### src/judge_pkg.sv
// shared constants and types for the servo status output judge
package judge_pkg;

   // ----------------------------------------------------------------
   // widths
   // ----------------------------------------------------------------
   localparam int ERR_W = 32;
   localparam int SPD_W = 16;
   localparam int ADDR_W = 5;
   localparam int WIN_W = 19;
   localparam int SEL_W = 2;
   localparam int HOLD_W = 15;
   localparam int THR_W = 15;

   // ----------------------------------------------------------------
   // register byte offsets
   // ----------------------------------------------------------------
   localparam logic [ADDR_W-1:0] WIN_OFS = 5'h00;
   localparam logic [ADDR_W-1:0] SEL_OFS = 5'h04;
   localparam logic [ADDR_W-1:0] HOLD_OFS = 5'h08;
   localparam logic [ADDR_W-1:0] ZERO_OFS = 5'h0C;
   localparam logic [ADDR_W-1:0] MATCH_OFS = 5'h10;
   localparam logic [ADDR_W-1:0] TURN_OFS = 5'h14;
   localparam logic [ADDR_W-1:0] STATUS_OFS = 5'h18;

   // ----------------------------------------------------------------
   // reset values and setting limits
   // ----------------------------------------------------------------
   localparam logic [WIN_W-1:0] WIN_RST = 19'h0000A;
   localparam logic [WIN_W-1:0] WIN_MAX = 19'h40000;
   localparam logic [SEL_W-1:0] SEL_RST = 2'h0;
   localparam logic [HOLD_W-1:0] HOLD_RST = 15'h0000;
   localparam logic [HOLD_W-1:0] HOLD_MAX = 15'h7530;
   localparam logic [THR_W-1:0] ZERO_RST = 15'h0032;
   localparam logic [THR_W-1:0] MATCH_RST = 15'h0032;
   localparam logic [THR_W-1:0] TURN_RST = 15'h03E8;
   localparam logic [THR_W-1:0] THR_MIN = 15'h000A;
   localparam logic [THR_W-1:0] THR_MAX = 15'h4E20;

   // ----------------------------------------------------------------
   // completion condition selector values
   // ----------------------------------------------------------------
   localparam logic [SEL_W-1:0] SEL_ERR_ONLY = 2'h0;
   localparam logic [SEL_W-1:0] SEL_NO_CMD = 2'h1;
   localparam logic [SEL_W-1:0] SEL_NO_CMD_ZERO = 2'h2;
   localparam logic [SEL_W-1:0] SEL_HOLD = 2'h3;

   // ----------------------------------------------------------------
   // timing
   // ----------------------------------------------------------------
   localparam int CLK_PERIOD_NS = 50;
   localparam int MS_NS = 1000000;
   localparam int MS_CYCLES = MS_NS / CLK_PERIOD_NS;

   // ----------------------------------------------------------------
   // types
   // ----------------------------------------------------------------
   typedef enum logic [1:0] {HOLD_IDLE, HOLD_RUN, HOLD_FOLLOW}
      hold_state_type;

   typedef struct packed {
      logic pos_cmd_active;
      logic signed [ERR_W-1:0] pos_err;
      logic signed [SPD_W-1:0] spd_cmd;
      logic signed [SPD_W-1:0] spd_act;
   } loop_in_type;

   // pos_done is bit 0, motor_turning_flag bit 3
   typedef struct packed {
      logic motor_turning_flag;
      logic speed_match_flag;
      logic zero_speed_flag;
      logic pos_done;
   } flags_type;

   typedef struct packed {
      logic [WIN_W-1:0] position_window_threshold;
      logic [SEL_W-1:0] completion_condition_select;
      logic [HOLD_W-1:0] completion_hold_time;
      logic [THR_W-1:0] zero_speed_threshold;
      logic [THR_W-1:0] speed_match_range;
      logic [THR_W-1:0] rotation_detect_threshold;
   } cfg_type;

endpackage

### src/ms_hold_timer.sv
// millisecond hold timer for the positioning completion hold
`timescale 1ns/1ns
module ms_hold_timer
   import judge_pkg::*;
#(
   parameter int MS_CYCLES_P = MS_CYCLES
) (
   // clock and reset
   input wire logic clk_i,
   input wire logic arst_n_i,
   input wire logic ce_i,
   // control
   input wire logic start_i,
   input wire logic [HOLD_W-1:0] hold_ms_i,
   // status
   output logic expired_o
);

   localparam int DIV_W = $clog2(MS_CYCLES_P);
   localparam logic [DIV_W-1:0] DIV_LAST = DIV_W'(MS_CYCLES_P - 1);

   typedef struct packed {
      logic [DIV_W-1:0] div;
      logic [HOLD_W-1:0] left;
      logic run;
   } timer_state_type;

   timer_state_type s_q;
   timer_state_type s_d;

   if (MS_CYCLES_P < 2) begin : g_chk
      $error("ms_hold_timer needs at least two cycles per ms");
   end

   // ----------------------------------------------------------------
   // count down whole milliseconds
   // ----------------------------------------------------------------
   always_comb begin
      s_d = s_q;
      if (ce_i) begin
         if (start_i) begin
            s_d.div = '0;
            s_d.left = hold_ms_i;
            s_d.run = (hold_ms_i != '0);
         end else if (s_q.run) begin
            if (s_q.div == DIV_LAST) begin
               s_d.div = '0;
               s_d.left = s_q.left - 15'h0001;
               if (s_q.left == 15'h0001) begin
                  s_d.run = 1'b0;
               end
            end else begin
               s_d.div = s_q.div + 1'b1;
            end
         end
      end
   end

   always_ff @(posedge clk_i or negedge arst_n_i) begin
      if (!arst_n_i) begin
         s_q <= '0;
      end else begin
         s_q <= s_d;
      end
   end

   assign expired_o = !s_q.run;

endmodule

### src/servo_status_judge.sv
// servo status output judge with avalon-mm setting registers
//
// Decided for this implementation: the register offsets and the Avalon-MM register port.
`timescale 1ns/1ns
module servo_status_judge
   import judge_pkg::*;
#(
   parameter int MS_CYCLES_P = MS_CYCLES
) (
   // clock, reset, enable
   input wire logic clk_i,
   input wire logic arst_n_i,
   input wire logic ce_i,
   // avalon-mm slave
   input wire logic [ADDR_W-1:0] avs_address_i,
   input wire logic avs_read_i,
   input wire logic avs_write_i,
   input wire logic [31:0] avs_writedata_i,
   input wire logic [3:0] avs_byteenable_i,
   output logic [31:0] avs_readdata_o,
   output logic avs_waitrequest_o,
   // control loop quantities
   input wire logic eval_tick_i,
   input wire loop_in_type loop_i,
   // status outputs
   output flags_type status_flags_o
);

   typedef struct packed {
      cfg_type cfg;
      flags_type flags;
      hold_state_type hold_st;
      logic wait_q;
      logic [31:0] rdata;
   } judge_state_type;

   judge_state_type s_q;
   judge_state_type s_d;

   logic [ERR_W-1:0] err_abs;
   logic [SPD_W-1:0] spd_abs;
   logic signed [SPD_W:0] spd_diff;
   logic [SPD_W:0] diff_abs;
   logic win_ok;
   logic zero_ok;
   logic match_ok;
   logic turn_ok;
   logic cmd_idle;
   logic hold_expired;
   logic start_hold;

   if (MS_CYCLES_P < 2) begin : g_chk
      $error("servo_status_judge needs at least two cycles per ms");
   end

   // ----------------------------------------------------------------
   // helpers
   // ----------------------------------------------------------------
   function automatic logic [31:0] merge_bytes(
      input logic [31:0] old_v,
      input logic [31:0] new_v,
      input logic [3:0] be
   );
      logic [31:0] r;
      r = old_v;
      for (int i = 0; i < 4; i++) begin
         if (be[i]) begin
            r[8*i +: 8] = new_v[8*i +: 8];
         end
      end
      return r;
   endfunction

   // writes outside the setting range clamp to the nearest limit
   function automatic logic [THR_W-1:0] clamp_thr(input logic [31:0] v);
      logic [THR_W-1:0] r;
      if (v < 32'(THR_MIN)) begin
         r = THR_MIN;
      end else if (v > 32'(THR_MAX)) begin
         r = THR_MAX;
      end else begin
         r = v[THR_W-1:0];
      end
      return r;
   endfunction

   // ----------------------------------------------------------------
   // magnitudes
   // ----------------------------------------------------------------
   // absolute value compare
   assign err_abs = loop_i.pos_err[ERR_W-1] ?
                    ERR_W'(-loop_i.pos_err) : ERR_W'(loop_i.pos_err);
   assign spd_abs = loop_i.spd_act[SPD_W-1] ?
                    SPD_W'(-loop_i.spd_act) : SPD_W'(loop_i.spd_act);
   assign spd_diff = {loop_i.spd_cmd[SPD_W-1], loop_i.spd_cmd}
                   - {loop_i.spd_act[SPD_W-1], loop_i.spd_act};
   assign diff_abs = spd_diff[SPD_W] ?
                     (SPD_W+1)'(-spd_diff) : (SPD_W+1)'(spd_diff);

   assign win_ok = err_abs <
      ERR_W'(s_q.cfg.position_window_threshold);
   assign zero_ok = spd_abs < SPD_W'(s_q.cfg.zero_speed_threshold);
   assign match_ok = diff_abs <= (SPD_W+1)'(s_q.cfg.speed_match_range);
   assign turn_ok = spd_abs >= SPD_W'(s_q.cfg.rotation_detect_threshold);
   assign cmd_idle = !loop_i.pos_cmd_active;

   // ----------------------------------------------------------------
   // hold timer
   // ----------------------------------------------------------------
   // 1 ms hold timebase
   ms_hold_timer #(
      .MS_CYCLES_P(MS_CYCLES_P)
   ) u_hold (
      .clk_i(clk_i),
      .arst_n_i(arst_n_i),
      .ce_i(ce_i),
      .start_i(start_hold),
      .hold_ms_i(s_q.cfg.completion_hold_time),
      .expired_o(hold_expired)
   );

   // ----------------------------------------------------------------
   // next state
   // ----------------------------------------------------------------
   always_comb begin
      s_d = s_q;
      start_hold = 1'b0;
      if (ce_i) begin
         // one wait cycle, then the answer stands for one cycle
         if ((avs_read_i || avs_write_i) && s_q.wait_q) begin
            s_d.wait_q = 1'b0;
            s_d.rdata = '0;
            if (avs_read_i) begin
               if (avs_address_i == WIN_OFS) begin
                  s_d.rdata = 32'(s_q.cfg.position_window_threshold);
               end else if (avs_address_i == SEL_OFS) begin
                  s_d.rdata = 32'(s_q.cfg.completion_condition_select);
               end else if (avs_address_i == HOLD_OFS) begin
                  s_d.rdata = 32'(s_q.cfg.completion_hold_time);
               end else if (avs_address_i == ZERO_OFS) begin
                  s_d.rdata = 32'(s_q.cfg.zero_speed_threshold);
               end else if (avs_address_i == MATCH_OFS) begin
                  s_d.rdata = 32'(s_q.cfg.speed_match_range);
               end else if (avs_address_i == TURN_OFS) begin
                  s_d.rdata = 32'(s_q.cfg.rotation_detect_threshold);
               end else if (avs_address_i == STATUS_OFS) begin
                  s_d.rdata = {26'h0000000, s_q.hold_st, s_q.flags};
               end
            end
         end else if ((avs_read_i || avs_write_i) && !s_q.wait_q) begin
            s_d.wait_q = 1'b1;
            if (avs_write_i) begin
               if (avs_address_i == WIN_OFS) begin
                  if (merge_bytes(32'(s_q.cfg.position_window_threshold),
                        avs_writedata_i, avs_byteenable_i) >
                        32'(WIN_MAX)) begin
                     s_d.cfg.position_window_threshold = WIN_MAX;
                  end else begin
                     s_d.cfg.position_window_threshold = WIN_W'(
                        merge_bytes(
                        32'(s_q.cfg.position_window_threshold),
                        avs_writedata_i, avs_byteenable_i));
                  end
               end else if (avs_address_i == SEL_OFS) begin
                  if (avs_byteenable_i[0]) begin
                     s_d.cfg.completion_condition_select =
                        avs_writedata_i[SEL_W-1:0];
                  end
               end else if (avs_address_i == HOLD_OFS) begin
                  if (merge_bytes(32'(s_q.cfg.completion_hold_time),
                        avs_writedata_i, avs_byteenable_i) >
                        32'(HOLD_MAX)) begin
                     s_d.cfg.completion_hold_time = HOLD_MAX;
                  end else begin
                     s_d.cfg.completion_hold_time = HOLD_W'(
                        merge_bytes(32'(s_q.cfg.completion_hold_time),
                        avs_writedata_i, avs_byteenable_i));
                  end
               end else if (avs_address_i == ZERO_OFS) begin
                  s_d.cfg.zero_speed_threshold = clamp_thr(merge_bytes(
                     32'(s_q.cfg.zero_speed_threshold),
                     avs_writedata_i, avs_byteenable_i));
               end else if (avs_address_i == MATCH_OFS) begin
                  s_d.cfg.speed_match_range = clamp_thr(merge_bytes(
                     32'(s_q.cfg.speed_match_range),
                     avs_writedata_i, avs_byteenable_i));
               end else if (avs_address_i == TURN_OFS) begin
                  s_d.cfg.rotation_detect_threshold =
                     clamp_thr(merge_bytes(
                     32'(s_q.cfg.rotation_detect_threshold),
                     avs_writedata_i, avs_byteenable_i));
               end
            end
         end else begin
            s_d.wait_q = 1'b1;
         end

         if (eval_tick_i) begin
            s_d.flags.zero_speed_flag = zero_ok;
            s_d.flags.speed_match_flag = match_ok;
            s_d.flags.motor_turning_flag = turn_ok;
            s_d.hold_st = HOLD_IDLE;
            case (s_q.cfg.completion_condition_select)
               SEL_ERR_ONLY: begin
                  s_d.flags.pos_done = win_ok;
               end
               SEL_NO_CMD: begin
                  s_d.flags.pos_done = cmd_idle && win_ok;
               end
               SEL_NO_CMD_ZERO: begin
                  // plus zero speed, judged this cycle
                  s_d.flags.pos_done = cmd_idle && zero_ok && win_ok;
               end
               default: begin
                  // hold on, then follow the error
                  case (s_q.hold_st)
                     HOLD_IDLE: begin
                        s_d.flags.pos_done = cmd_idle && win_ok;
                        if (cmd_idle && win_ok) begin
                           start_hold = 1'b1;
                           s_d.hold_st = HOLD_RUN;
                        end
                     end
                     HOLD_RUN: begin
                        s_d.hold_st = HOLD_RUN;
                        s_d.flags.pos_done = 1'b1;
                        if (hold_expired) begin
                           s_d.hold_st = HOLD_FOLLOW;
                           s_d.flags.pos_done = win_ok;
                        end
                     end
                     HOLD_FOLLOW: begin
                        // a new command restarts the qualification
                        if (cmd_idle) begin
                           s_d.hold_st = HOLD_FOLLOW;
                           s_d.flags.pos_done = win_ok;
                        end else begin
                           s_d.flags.pos_done = 1'b0;
                        end
                     end
                     default: begin
                        s_d.flags.pos_done = 1'b0;
                     end
                  endcase
               end
            endcase
         end
      end
   end

   // ----------------------------------------------------------------
   // state register
   // ----------------------------------------------------------------
   always_ff @(posedge clk_i or negedge arst_n_i) begin
      if (!arst_n_i) begin
         s_q.cfg.position_window_threshold <= WIN_RST;
         s_q.cfg.completion_condition_select <= SEL_RST;
         s_q.cfg.completion_hold_time <= HOLD_RST;
         s_q.cfg.zero_speed_threshold <= ZERO_RST;
         s_q.cfg.speed_match_range <= MATCH_RST;
         s_q.cfg.rotation_detect_threshold <= TURN_RST;
         s_q.flags <= '0;
         s_q.hold_st <= HOLD_IDLE;
         s_q.wait_q <= 1'b1;
         s_q.rdata <= '0;
      end else begin
         s_q <= s_d;
      end
   end

   assign avs_readdata_o = s_q.rdata;
   assign avs_waitrequest_o = s_q.wait_q;
   assign status_flags_o = s_q.flags;

endmodule

### config.mk
export PLATFORM = sky130hd
export DESIGN_NAME = servo_status_judge
export DESIGN_NICKNAME = d
export VERILOG_FILES = /design/src/judge_pkg.sv /design/src/ms_hold_timer.sv /design/src/servo_status_judge.sv
export SDC_FILE = /design/constraint.sdc
export NUM_CORES = 1
export LEC_CHECK = 0
export BUFFER_PORTS_ARGS = -buffer_cell sky130_fd_sc_hd__buf_2
export CAP_MARGIN = 20
export CELL_PAD_IN_SITES_DETAIL_PLACEMENT = 2
export CELL_PAD_IN_SITES_GLOBAL_PLACEMENT = 2
export CORE_MARGIN = 2
export CORE_UTILIZATION = 36
export CTS_BUF_LIST = sky130_fd_sc_hd__clkbuf_8 sky130_fd_sc_hd__clkbuf_16
export CTS_CLUSTER_SIZE = 28
export DETAILED_ROUTE_END_ITERATION = 7
export GPL_TIMING_DRIVEN = 0
export PLACE_DENSITY_LB_ADDON = 0.1
export RECOVER_POWER = 100
export SYNTH_ARGS = -nofsm -noshare
export SYNTH_HDL_FRONTEND = slang
export SYNTH_HIERARCHICAL = 1
export SYNTH_SLANG_ARGS = --single-unit
### constraint.sdc
create_clock -name clk_i -period 4.5 [get_ports clk_i]
set_clock_uncertainty 0.15 [all_clocks]
set_input_delay 0.675 -clock clk_i [delete_from_list [all_inputs] [get_ports clk_i]]
set_output_delay 0.675 -clock clk_i [all_outputs]
set_load 0.02 [all_outputs]
---- Word-level counts from Yosys, hierarchy flattened ----
Index checks and enable logic that the tools add are counted.
operators by class
  $add $sub $neg .......................... 6
  order comparisons ....................... 12
  equality and inequality tests ........... 12
  muxes and demuxes ....................... 207
  bitwise operators ....................... 6
  reduce and logical (&&, ||, !) cells .... 25
operator list
  kind                                                                     number
  8-bit 2-to-1 mux                                                         169
  32-bit 2-to-1 mux                                                        8
  32-bit by 15-bit > comparator with 1-bit output (second input constant)  4
  15-bit 2-to-1 mux                                                        8
  32-bit by 4-bit < comparator with 1-bit output (second input constant)   3
  31-bit 2-to-1 mux                                                        2
  32-bit by 19-bit > comparator with 1-bit output (second input constant)  1
  32-bit by 19-bit < comparator with 1-bit output                          1
  16-bit 2-to-1 mux                                                        2
  32-bit negation                                                          1
  19-bit 2-to-1 mux                                                        1
  17-bit by 15-bit <= comparator with 1-bit output                         1
  17-bit 2-to-1 mux                                                        1
  17-bit negation                                                          1
  16-bit by 16-bit subtractor with 17-bit output                           1
  16-bit by 15-bit >= comparator with 1-bit output                         1
  16-bit by 15-bit < comparator with 1-bit output                          1
  16-bit negation                                                          1
  15-bit by 1-bit adder with 15-bit output (second input constant)         1
  15-bit by 1-bit == test with 1-bit output (second input constant)        1
  15-bit == test (second input constant)                                   1
  5-bit == test (second input constant)                                    3
  15-bit nonzero test                                                      1
  15-bit by 1-bit subtractor with 15-bit output (second input constant)    1
  25 further kinds                                                         53
word-level totals
  register bits after elaboration ......... 151
  input bits .............................. 112
  output and inout port bits .............. 37
  word-level logic and storage cells ...... 284

---- Logic depth before layout (Yosys ltp) ----
Gate-level depths: netlist of run 1.
  word-level depth ........................ 14
  mapped depth ............................ 21
  gate-level depth less buffers ........... 20

---- Modules after synthesis ----
The synthesis of run 1 kept the hierarchy.
by module, submodules not included
  module              instances  cells each  area an instance (um^2)
  servo_status_judge  1          1154        9644.2
  ms_hold_timer       1          220         1919.3

---- Worst setup path before layout of run 1 ----
OpenSTA, ideal clock, no wires.
  path type ............................... input-to-reg
  start ................................... input port loop_i[16] (netlist bit)
  end ..................................... register s_q (netlist bit status_flags_o[2])
  library setup time ...................... 0.076 ns
  arrival ................................. 4.600 ns
  data required time ...................... 4.274 ns
  setup slack ............................. -0.326 ns
  stages on the path ...................... 20
  cell sequence ........................... inv_1 > ha_1 > fa_1 > nand2b_1 > a21oi_1 > o21ai_0 > a2111oi_0 > o311ai_0 > a21oi_1 > nor2_1 > xnor2_1 > ha_1 > a21o_1 > a21o_1 > a211oi_1 > o21ai_0 > a221o_1 > a211oi_1 > a21oi_1 > o21ai_1
between the ends
  cells in the longest elaborated chain, start to end .. 4
ends and longest elaborated chain
  item                                                RTL line                   source
  start: declaration                                  servo_status_judge.sv:24   input wire loop_in_type loop_i,
  16-bit by 16-bit subtractor with 17-bit output *    servo_status_judge.sv:96   - {loop_i.spd_act[SPD_W-1], loop_i.spd_act};
  17-bit negation                                     servo_status_judge.sv:98   (SPD_W+1)'(-spd_diff) : (SPD_W+1)'(spd_diff);
  17-bit 2-to-1 mux *                                 servo_status_judge.sv:97   assign diff_abs = spd_diff[SPD_W] ?
  17-bit by 15-bit <= comparator with 1-bit output *  servo_status_judge.sv:103  assign match_ok = diff_abs <= (SPD_W+1)'(s_q.cfg.speed_match_range);
  end: declaration                                    servo_status_judge.sv:37   judge_state_type s_q;
Mark *: on every way between the ends. The rest lies on a longest branch, timed or not.
A chain may end at the register's enable or synchronous reset.

---- Final worst setup path of run 1 ----
  start ................................... input port loop_i[39] (netlist bit)
  end ..................................... register u_hold/s_q[27] (netlist bit)
between the ends
  cells in the longest elaborated chain, start to end .. 11
ends and longest elaborated chain
  item                                               RTL line                   source
  32-bit negation                                    servo_status_judge.sv:92   ERR_W'(-loop_i.pos_err) : ERR_W'(loop_i.pos_err);
  32-bit 2-to-1 mux *                                servo_status_judge.sv:91   assign err_abs = loop_i.pos_err[ERR_W-1] ?
  32-bit by 19-bit < comparator with 1-bit output *  servo_status_judge.sv:100  assign win_ok = err_abs <
  1-bit logical AND *                                servo_status_judge.sv:219  if (cmd_idle && win_ok) begin
  1-bit 2-to-1 mux *                                 servo_status_judge.sv:219
  1-bit 2-to-1 mux *                                 servo_status_judge.sv:216  case (s_q.hold_st)
  1-bit 2-to-1 mux *                                 servo_status_judge.sv:203  case (s_q.cfg.completion_condition_select)
  1-bit 2-to-1 mux *                                 servo_status_judge.sv:198  if (eval_tick_i) begin
  1-bit 2-to-1 mux *                                 servo_status_judge.sv:128  if (ce_i) begin
  named net start_hold                               servo_status_judge.sv:50   logic start_hold;
  2-bit nonzero test (no source line)                n/a
  2-bit AND reduction (no source line)               n/a
  end signal: assignment                             ms_hold_timer.sv:61        s_q <= '0;
  end signal: assignment                             ms_hold_timer.sv:63        s_q <= s_d;
  end: declaration                                   ms_hold_timer.sv:28        timer_state_type s_q;
Mark *: on every way through the listed nets, which the timed path passes. The rest lies on a longest branch.

==> results of run 1 <==
## per-stage QoR
step / instances / setup WS [ps] / util / instance area [um2] / TNS [ps]
floorplan: 1386 / 1.45 / - / 11700 / 0
global placement: 1919 / -1060 / 0.406 / 12800 / -25710
detailed placement: 1923 / -1240 / 0.408 / 12900 / -30690
CTS: 1966 / 0.0755 / 0.436 / 13800 / 0
global route: 1990 / -129 / 0.448 / 14200 / -924
finish: 1990 / 85.7 / 0.448 / 14200 / 0
## flip-flops by register name (all words and copies together), names as in the netlist
signal,flops
s_q,83
u_hold/s_q,31
avs_readdata_o,19
status_flags_o,4
avs_waitrequest_o,1
## final timing paths
check / end / slack [ps] / cells after the start
setup / recovery: u_hold/s_q[27]$_DFFE_PN0P_ / 90 / 18
setup reg to reg: u_hold/s_q[27]$_DFFE_PN0P_ / 620 / 15
max in group asynchronous: s_q[53]$_DFFE_PN0P_ / 1020 / 1
min in group asynchronous: u_hold/s_q[28]$_DFFE_PN0P_ / 1320 / 1
hold / removal: u_hold/s_q[14]$_DFFE_PN0P_ / 350 / 1
hold reg to reg: u_hold/s_q[14]$_DFFE_PN0P_ / 350 / 1
## where the power goes
| group | leakage (nW) | switching [mW] | total (mW) | internal (mW) |
|---|---|---|---|---|
| clock | 0.299 | 0.588 | 1.46 | 0.872 |
| combinational | 4.02 | 0.727 | 1.20 | 0.474 |
| sequential | 1.79 | 0.111 | 1.43 | 1.32 |
| total | 6.11 | 1.43 | 4.09 | 2.67 |
## layout make-up
| class | instances | share of cell area |
|---|---|---|
| inverters | 107 | 0.0284 |
| plain buffers | 82 | 0.0366 |
| multi-input cells | 1058 | 0.546 |
| clock inverters | 11 | 0.00840 |
| well taps | 402 | 0.0355 |
| repair buffers | 170 | 0.0659 |
| diodes | 1 | 0.000177 |
| clock buffers | 21 | 0.0339 |
| flip-flops and latches | 138 | 0.245 |
## metal layers
layer,GRT usage,wire length [um],up-vias
met3,0.0471,3040,86
met4,0.0944,1480,0
met1,0.394,22100,6347
li1,-,-,5528
met2,0.505,25300,445
met5,0,0,-
## kinds of logic (layout without fill, tap and decap cells)
kind of cell	count (synthesis)	count (layout)	synth area share
compound gates	443	443	0.271
mux	16	16	0.0142
buf+inv	190	391	0.0766
simple gates	439	439	0.198
flops	138	138	0.300
other cells	1	14	0.000324
xor+xnor	62	62	0.0470
fa+ha+maj	85	85	0.0926
## cell usage in the layout, fill, tap and decap left out, types with 8 or more instances in the layout
master	n
o22a_1	8
nor4_1	26
nand2_1	100
a31oi_1	9
clkbuf_16	17
nor2b_1	9
nand2b_1	11
inv_1	106
a21oi_1	64
buf_2	104
or3_1	15
or4_1	12
buf_4	71
a21o_1	24
o211ai_1	12
o22ai_1	11
o21ai_1	17
a221oi_1	10
a22o_1	38
nor2_1	102
conb_1	13
mux2i_1	13
nor3_1	39
nand4_1	21
dfrtp_1	123
o31ai_1	17
clkbuf_1	58
o21ai_0	86
a32o_1	21
dfstp_2	15
o21a_1	12
xor2_1	15
nand3_1	32
xnor2_1	42
a22oi_1	18
ha_1	79
## critical path, delay by kind of cell
family / cells / cell delay (ps)
AO/OA/AOI/OAI: 5 / 1080
XOR/XNOR: 2 / 380
buffers and inverters: 1 / 160
adder cells (fa/ha/maj): 1 / 270
AND/OR/NAND/NOR: 9 / 2010
## repair_timing
| action | in CTS | in global routing |
|---|---|---|
| setup buffers | 12 | 22 |
| hold buffers | 0 | 0 |
| pin swaps | 14 | 32 |
| resized for setup | 44 | 55 |
| endpoints found under the setup margin | 32 | 32 |
==> reports/qor.yml, run 1 <==
global_route:
  grt_max_degree: 74
  grt_pass1_vias: 12900
  grt_pass1_wl_um: 77700
  grt_usage: 0.299
  antenna_found_initial: 1
  overflow: 0
power:
  finalPower_mw: 4.09
  p_leak_nw: 6.11
  peakVddDrop_uv: 235
  power.density_cell_area_mw_per_mm2: 289
finish:
  fin_nets: 1771
  multi_input_area_mm2: 0.00772
  syn_to_final_growth_pct: 22.4
  drive_gt1_frac: 0.204
  regArea_mm2: 0.00347
  fillers: 3554
synthesis:
  synth_edf_count: 0
  avgSynthCellArea_um2: 8.42
  synth.top_cell.area_share: 0.266
  ys_ff_latch: 138
  async_flop_share: 1.00
  synth_area_leaders: "dfrtp_1 27%, ha_1 9.1%, o21ai_0 4.1%, inv_1 3.4%, dfstp_2 3.4%"
  syn_area_mm2: 0.0116
  yosys_warnings: 6
  netlist_instances: 1374
  synth_seq_area_share: 0.300
  synth_cell_types: 97
  yosysMostFrequentCell: "dfrtp_1"
  yosys-top-cells-count: "123 x dfrtp_1, 106 x inv_1, 104 x nand2_1, 104 x nor2_1, 95 x o21ai_0"
  ys.flop_type: "dfrtp_1"
  netlist.top_cell.by_area: "dfrtp_1"
cts:
  cts-htree-levels: 4
  cts-buffers-inserted: 17
  clk_pin_slew_ps: 60
  cts_tree: "yes"
  root_buffer: "clkbuf_16"
  clock_latency_ps: 440
  clkSinkCount: 138
  cts_buffer_depth: 2
routing:
  first_pass_iters: 5
  viasPerCell: 6.23
  ant_nets: 0
  drtIter0Drc: 945
  vias: 12400
  post_drt_wl_per_cell_um: 26.1
  drc: 0
  routed_wirelength_um: 51900
worst_setup_path:
  cp_slowest_stage_delay_ps: 560
  cp-end-kind: "flop"
  r2r-start: "s_q[102]$_DFFE_PN1P_"
  required_ps: 4670
  startpoint: "loop_i[39]"
  cp_slowest_cell: "or4_4"
  cp_max_fo: 6
  arrival_ps: 4580
  cp-start-kind: "primary input"
  path_cells: "buf_2 > or4_4 > nor2_4 > nand3_4 > o21ai_2 > xnor2_1 > ha_1 > o21a_1 > o21ai_0 > nand2b_1 > a311o_2 > nor3_4 > and3_4 > o21ai_4 > nor4_4 > nand4_1 > xor2_1 > nor2_1"
  worstSetupPathType: "primary input to flop"
hold_path:
  min_from: "u_hold/s_q[14]$_DFFE_PN0P_"
  hp-class: "flop to flop"
sta:
  slew_violations: 76
  finalCriticalPeriod_ps: 4410
  rsz0062_at_grt: "true"
  hold_violations: 0
  post-route-period-util: 0.981
  worstMarginPinSlew_ps: 3260
  relSlewSlack: -1.17
  setup_viol: 0
  hold_ws_ps: 353
  fmax_mhz: 227
placement:
  dp.final_hpwl_um: 38900
  io_buffers: 131
  place_congestion: 0.928
floorplanning:
  std_cell_rows: 65
  num_io_pins: 149
  start_util: 0.366
  die_w_um: 183
  die-area_mm2: 0.0336
  die_h_um: 183
  core_area_mm2: 0.0316
flow_run:
  drv_cap: 2
outcome:
  violations: "max-capacitance violations, max-slew violations"
  outcome: "finished with violations"
No activity file was read; power rests on OpenSTA's default activity.
==> run 2: changes to the inputs <==
--- a/config.mk
+++ b/config.mk
@@ -5,12 +5,13 @@
 export SDC_FILE = /design/constraint.sdc
 export NUM_CORES = 1
 export LEC_CHECK = 0
+export ABC_AREA = 1
 export BUFFER_PORTS_ARGS = -buffer_cell sky130_fd_sc_hd__buf_2
-export CAP_MARGIN = 20
+export CAP_MARGIN = 10
 export CELL_PAD_IN_SITES_DETAIL_PLACEMENT = 2
 export CELL_PAD_IN_SITES_GLOBAL_PLACEMENT = 2
 export CORE_MARGIN = 2
-export CORE_UTILIZATION = 36
+export CORE_UTILIZATION = 33
 export CTS_BUF_LIST = sky130_fd_sc_hd__clkbuf_8 sky130_fd_sc_hd__clkbuf_16
 export CTS_CLUSTER_SIZE = 28
 export DETAILED_ROUTE_END_ITERATION = 7
==> run 2 against run 1 <==
Net effect:
- the run still ends with max-capacitance violations, max-slew violations left
- register-to-register slack gained 370 ps
- clock-buffer cell count shrank 2
- die area grew 21%
- critical path type unchanged
- critical endpoint is now u_hold/s_q[4]$_DFFE_PN0P_
- largest cell class unchanged
==> reports/qor.yml, run 2 <==
synthesis:
  ys_ff_latch: 138
  ys.flop_type: "dfrtp_1"
  yosysMostFrequentCell: "nand2_1"
  syn_area_mm2: 0.0129
  yosys-top-cells-count: "413 x nand2_1, 285 x inv_1, 235 x nor2_1, 130 x nand3_1, 123 x dfrtp_1"
  avgSynthCellArea_um2: 6.66
  synth_edf_count: 0
  netlist.top_cell.by_area: "dfrtp_1"
  netlist_instances: 1934
  synth_seq_area_share: 0.270
  yosys_warnings: 6
  synth_area_leaders: "dfrtp_1 24%, nand2_1 12%, inv_1 8.3%, ha_1 8.2%, nor2_1 6.9%"
  synth_cell_types: 64
  async_flop_share: 1.00
  synth.top_cell.area_share: 0.239
floorplanning:
  die-area_mm2: 0.0406
  die_h_um: 202
  num_io_pins: 149
  start_util: 0.334
  die_w_um: 202
  std_cell_rows: 72
  core_area_mm2: 0.0386
global_route:
  grt_max_degree: 73
  antenna_found_initial: 0
  overflow: 0
  grt_pass1_wl_um: 88400
  grt_pass1_vias: 15500
  grt_usage: 0.281
worst_setup_path:
  required_ps: 4730
  r2r_slack_ps: 990
  cp_max_fo: 10
  arrival_ps: 4510
  r2r-start: "s_q[104]$_DFFE_PN1P_"
  path_cells: "buf_2 > inv_1 > ha_1 > nand2_2 > nor2_4 > nand3_1 > or2_2 > o31ai_2 > xor2_1 > ha_1 > inv_1 > o211ai_1 > nor2b_1 > nand3_4 > nor3_2 > buf_4 > inv_2 > a21oi_4 > nand2_2 > inv_4 > clkbuf_2 > nand2_1 > nand2_1"
  cp-end-kind: "flop"
  cp_slowest_cell: "or2_2"
  worstSetupPathType: "primary input to flop"
  rr_worst_depth: 17
  cp_slowest_stage_delay_ps: 350
  cp-start-kind: "primary input"
  r2r-end: "u_hold/s_q[4]$_DFFE_PN0P_"
placement:
  io_buffers: 133
  dp.final_hpwl_um: 46400
  dpl_cell_area_mm2: 0.0143
  place_congestion: 0.944
cts:
  cts_buffer_depth: 2
  cts-htree-levels: 4
  clk_pin_slew_ps: 70
  hold_buffers: 0
  clkSinkCount: 138
  cts_tree: "yes"
  clock_latency_ps: 450
  root_buffer: "clkbuf_16"
  cts-buffers-inserted: 17
sta:
  hold_violations: 0
  worstMarginPinSlew_ps: 3330
  finalCriticalPeriod_ps: 4280
  relSlewSlack: -1.22
  hold_ws_ps: 346
  fmax_mhz: 234
  slew_violations: 78
  setup_viol: 0
  post-route-period-util: 0.951
routing:
  ant_nets: 0
  drc: 0
  first_pass_iters: 5
  routed_wirelength_um: 56300
  drtIter0Drc: 830
  vias: 14100
  viasPerCell: 5.34
  post_drt_wl_per_cell_um: 21.3
finish:
  syn_to_final_growth_pct: 15.3
  largest_reg_flops: 83
  design_area_mm2: 0.0148
  final_cell_mix: "415 x nand2_1, 288 x inv_1, 234 x nor2_1"
  drive_gt1_frac: 0.133
  fin_nets: 2305
  n_antenna_cell: 0
  layout_commonest_cell: "nand2_1"
  largest-register: "s_q"
outcome:
  outcome: "finished with violations"
  violations: "max-capacitance violations, max-slew violations"
power:
  peakVddDrop_uv: 262
  power.density_cell_area_mw_per_mm2: 306
  finalPower_mw: 4.55
  p_leak_nw: 7.57
hold_path:
  holdPathStages: 3
  hp-class: "primary input to flop"
  min_to: "s_q[100]$_DFFE_PN0P_"
  min_from: "avs_writedata_i[1]"
flow_run:
  drv_cap: 2
run 2: area by class of cell:
| type | count | area (um2) |
|---|---|---|
| inverter | 296 | 1110 |
| clock inverter | 13 | 141 |
| buffer | 83 | 534 |
| sequential | 138 | 3470 |
| timing repair buffer | 143 | 732 |
| tap | 518 | 648 |
| clock buffer | 19 | 453 |
| multi-input combinational | 1429 | 7750 |
| fill | 4817 | 23700 |
run 2: metrics by stage:
step	instances	setup slack (ps)	utilization	setup TNS, ps
2_1_floorplan	1946	429	-	0
3_3_place_gp	2597	-1360	0.369	-38030
3_5_place_dp	2598	-1610	0.370	-44930
4_1_cts	2634	20.6	0.387	0
5_1_grt	2639	-10.2	0.385	-14.2
6_report	2639	219	0.385	0
run 2: routing by layer:
metal  GRT usage  up-vias  routed length (um)
li1            -     6689                   -
met1       0.364     7055               25400
met2       0.488      274               27600
met3      0.0316       72                1800
met4      0.0856        0                1500
met5           0        -                   0
run 2: report_power, final:
group	switching (mW)	internal, mW
Combinational	1.01	0.502
Clock	0.638	0.850
Sequential	0.145	1.41
Total	1.79	2.76
run 2: how the worst max path moves through the flow:
stage,startpoint,end,slack (ps),cells past startpoint
finish,loop_i[32],u_hold/s_q[4]$_DFFE_PN0P_,220,23
global route,loop_i[32],u_hold/s_q[28]$_DFFE_PN0P_,-10,24
CTS,loop_i[32],u_hold/s_q[28]$_DFFE_PN0P_,20,24
detailed placement,loop_i[63],u_hold/s_q[8]$_DFFE_PN0P_,-1610,23
global placement,loop_i[63],u_hold/s_q[9]$_DFFE_PN0P_,-1360,23
floorplan,loop_i[63],u_hold/s_q[28]$_DFFE_PN0P_,430,23
run 2: critical path, delay by kind of cell:
| family | cells | cell delay [ps] |
|---|---|---|
| AO/OA/AOI/OAI | 3 | 560 |
| XOR/XNOR | 1 | 200 |
| adder cells (fa/ha/maj) | 2 | 480 |
| buffers and inverters | 7 | 970 |
| AND/OR/NAND/NOR | 10 | 1620 |
run 2: repair_timing:
action	4_1_cts	5_1_grt
pin swaps	2	0
setup buffers	4	5
setup endpoints to repair	31	31
endpoints found under the hold margin	0	0
gates resized for setup	11	15
run 2: logic make-up after synthesis:
group,share of synthesized area
other,0.000291
DFF,0.270
adders and majority gates,0.0832
and+or+nand+nor,0.309
AOI/OAI and AO/OA,0.174
xor gates and xnor gates,0.0361
buffers and inverters,0.128
==> run 3: changes to the inputs <==
--- a/config.mk
+++ b/config.mk
@@ -18,6 +18,7 @@
 export GPL_TIMING_DRIVEN = 0
 export PLACE_DENSITY_LB_ADDON = 0.1
 export RECOVER_POWER = 100
+export SETUP_SLACK_MARGIN = 0.4
 export SYNTH_ARGS = -nofsm -noshare
 export SYNTH_HDL_FRONTEND = slang
 export SYNTH_HIERARCHICAL = 1
==> run 3 against run 2 <==
Net effect:
- the flow still finishes with violations (max-capacitance violations, max-slew violations)
- clock power barely moved
- final cell count rose by 0.34%
- register-to-register slack got worse by 30 ps
- sequential share of layout area fell by 0.48 points
- non-clock buffer count rose by 9
- sequential power barely moved
- setup slack improved by 190 ps
- global-route usage rose by 0.11 points
- die area did not move
- critical path depth fell by 1
- critical path type unchanged
- largest cell class unchanged
==> reports/qor.yml, run 3 (synthesis gave the netlist of run 2 again) <==
worst_setup_path:
  cp_max_fo: 10
  cp-end-kind: "flop"
  cp-start-kind: "primary input"
  worstSetupPathType: "primary input to flop"
  arrival_ps: 4270
  required_ps: 4680
cts:
  cts_tree: "yes"
  clock_latency_ps: 450
  root_buffer: "clkbuf_16"
  cts-buffers-inserted: 17
  clk_pin_slew_ps: 70
  cts_buffer_depth: 2
  clkSinkCount: 138
  hold_buffers: 0
  cts-htree-levels: 4
routing:
  first_pass_iters: 5
  drc: 0
  post_drt_wl_per_cell_um: 21.5
  ant_nets: 0
  viasPerCell: 5.37
  drtIter0Drc: 767
  routed_wirelength_um: 56900
  vias: 14200
global_route:
  grt_usage: 0.282
  antenna_found_initial: 0
  grt_pass1_wl_um: 88800
  grt_pass1_vias: 15500
  overflow: 0
  grt_max_degree: 73
finish:
  drive_gt1_frac: 0.155
  n_antenna_cell: 0
  syn_to_final_growth_pct: 17.7
  largest-register: "s_q"
  fillers: 4776
  final_cell_mix: "410 x nand2_1, 283 x inv_1, 230 x nor2_1"
  fin_nets: 2314
  largest_reg_flops: 83
  layout_commonest_cell: "nand2_1"
floorplanning:
  start_util: 0.334
  core_area_mm2: 0.0386
  die-area_mm2: 0.0406
  num_io_pins: 149
  die_w_um: 202
  die_h_um: 202
  std_cell_rows: 72
power:
  switching_share: 0.396
  intPower_mw: 2.78
  p_leak_nw: 7.66
  combPwrFrac: 0.339
  power_frac_seq: 0.337
  peakVddDrop_uv: 266
  power.density_cell_area_mw_per_mm2: 304
  power_switching_mw: 1.82
  clkPwrFrac: 0.324
sta:
  hold_violations: 0
  worstMarginPinSlew_ps: 3320
  fmax_mhz: 245
  rsz0062_at_grt: "false"
  setup_viol: 0
  relSlewSlack: -1.21
  hold_ws_ps: 342
  finalCriticalPeriod_ps: 4090
  post-route-period-util: 0.908
  slew_violations: 78
  finalSetupTns_ps: 0
outcome:
  violations: "max-capacitance violations, max-slew violations"
  outcome: "finished with violations"
hold_path:
  hp-class: "primary input to flop"
placement:
  place_congestion: 0.944
  io_buffers: 133
  dp.final_hpwl_um: 46400
flow_run:
  drv_cap: 2
[run 3: cell count changes in the layout (fill, tap and decap cells not counted), moves of 3 or more]
| cell | change |
|---|---|
| nand3_1 | -8 |
| ha_1 | -7 |
| nand3_2 | +7 |
| buf_4 | +5 |
| buf_6 | +5 |
| ha_4 | +5 |
| inv_1 | -5 |
| inv_2 | +5 |
| nand2_1 | -5 |
| nand2_2 | +4 |
| nor2_1 | -4 |
| a21oi_1 | -3 |
| a21oi_2 | +3 |
| nor3_4 | +3 |
[run 3: power groups by stage]
stage	Sequential, mW	Clock, mW	Combinational (mW)
floorplan	1.51	0	0.991
global placement	1.56	0	1.43
detailed placement	1.57	0	1.52
CTS	1.55	1.52	1.54
global route	1.57	1.56	1.76
finish	1.55	1.49	1.56
[run 3: repair_timing]
| action | 4_1_cts | 5_1_grt |
|---|---|---|
| buffers inserted | 7 | 11 |
| pin swaps | 5 | 17 |
| setup endpoints to repair | 34 | 32 |
| gates resized for setup | 31 | 57 |
| hold endpoints to repair | 0 | 0 |
[run 3: worst max-delay path, cell delays in order]
cell	delay, ps
buf_2	130
buf_6	150
buf_6	160
clkbuf_8	190
nand2_1	70
xor2_1	160
ha_1	310
a21oi_1	180
nand3b_1	140
nand2_1	70
o21ai_2	190
nand2_1	120
nand4_1	170
nand3_4	160
nor3_4	170
buf_6	140
inv_2	60
a21oi_4	210
nand2_2	120
clkbuf_1	310
o21ai_0	260
nand2_1	100
[run 3: per-layer routing]
layer | global-route usage | wire, um
met1 | 0.366 | 25500
met2 | 0.487 | 27900
met3 | 0.0319 | 1840
met4 | 0.0898 | 1680
met5 | 0 | 0
[run 3: worst paths after layout]
path                       slack [ps]  depth (start not counted)                      startpoint                        endpoint
max                               410                         22                      loop_i[63]       u_hold/s_q[4]$_DFFE_PN0P_
min                               340                          3              avs_writedata_i[1]            s_q[100]$_DFFE_PN0P_
max reg2reg                       960                         16            s_q[104]$_DFFE_PN1P_       u_hold/s_q[4]$_DFFE_PN0P_
min reg2reg                       350                          2  avs_readdata_o[17]$_DFFE_PN0P_  avs_readdata_o[17]$_DFFE_PN0P_
max in group asynchronous         960                          1                        arst_n_i             s_q[61]$_DFFE_PN0P_
min in group asynchronous        1330                          1                        arst_n_i      u_hold/s_q[29]$_DFFE_PN0P_
[run 3: layout make-up]
cell class | instances | area, um2 | share of cell area
inverters | 296 | 1110 | 0.0735
well taps | 518 | 648 | 0.0427
multi-input cells | 1429 | 7970 | 0.526
plain buffers | 83 | 563 | 0.0371
flip-flops and latches | 138 | 3470 | 0.229
clock inverters | 13 | 141 | 0.00933
clock buffers | 19 | 453 | 0.0299
repair buffers | 152 | 798 | 0.0527
[run 3: metrics by stage]
stage / util / instance area, um2 / std cells / setup slack [ps] / total power [mW]
after detailed placement: 0.370 / 14300 / 2598 / -1610 / 3.08
after global routing: 0.393 / 15200 / 2648 / 219 / 4.89
after global placement: 0.369 / 14200 / 2597 / -1360 / 2.99
after floorplan: - / 12900 / 1946 / 429 / 2.50
after CTS: 0.390 / 15000 / 2637 / 402 / 4.61
final: 0.393 / 15200 / 2648 / 413 / 4.61
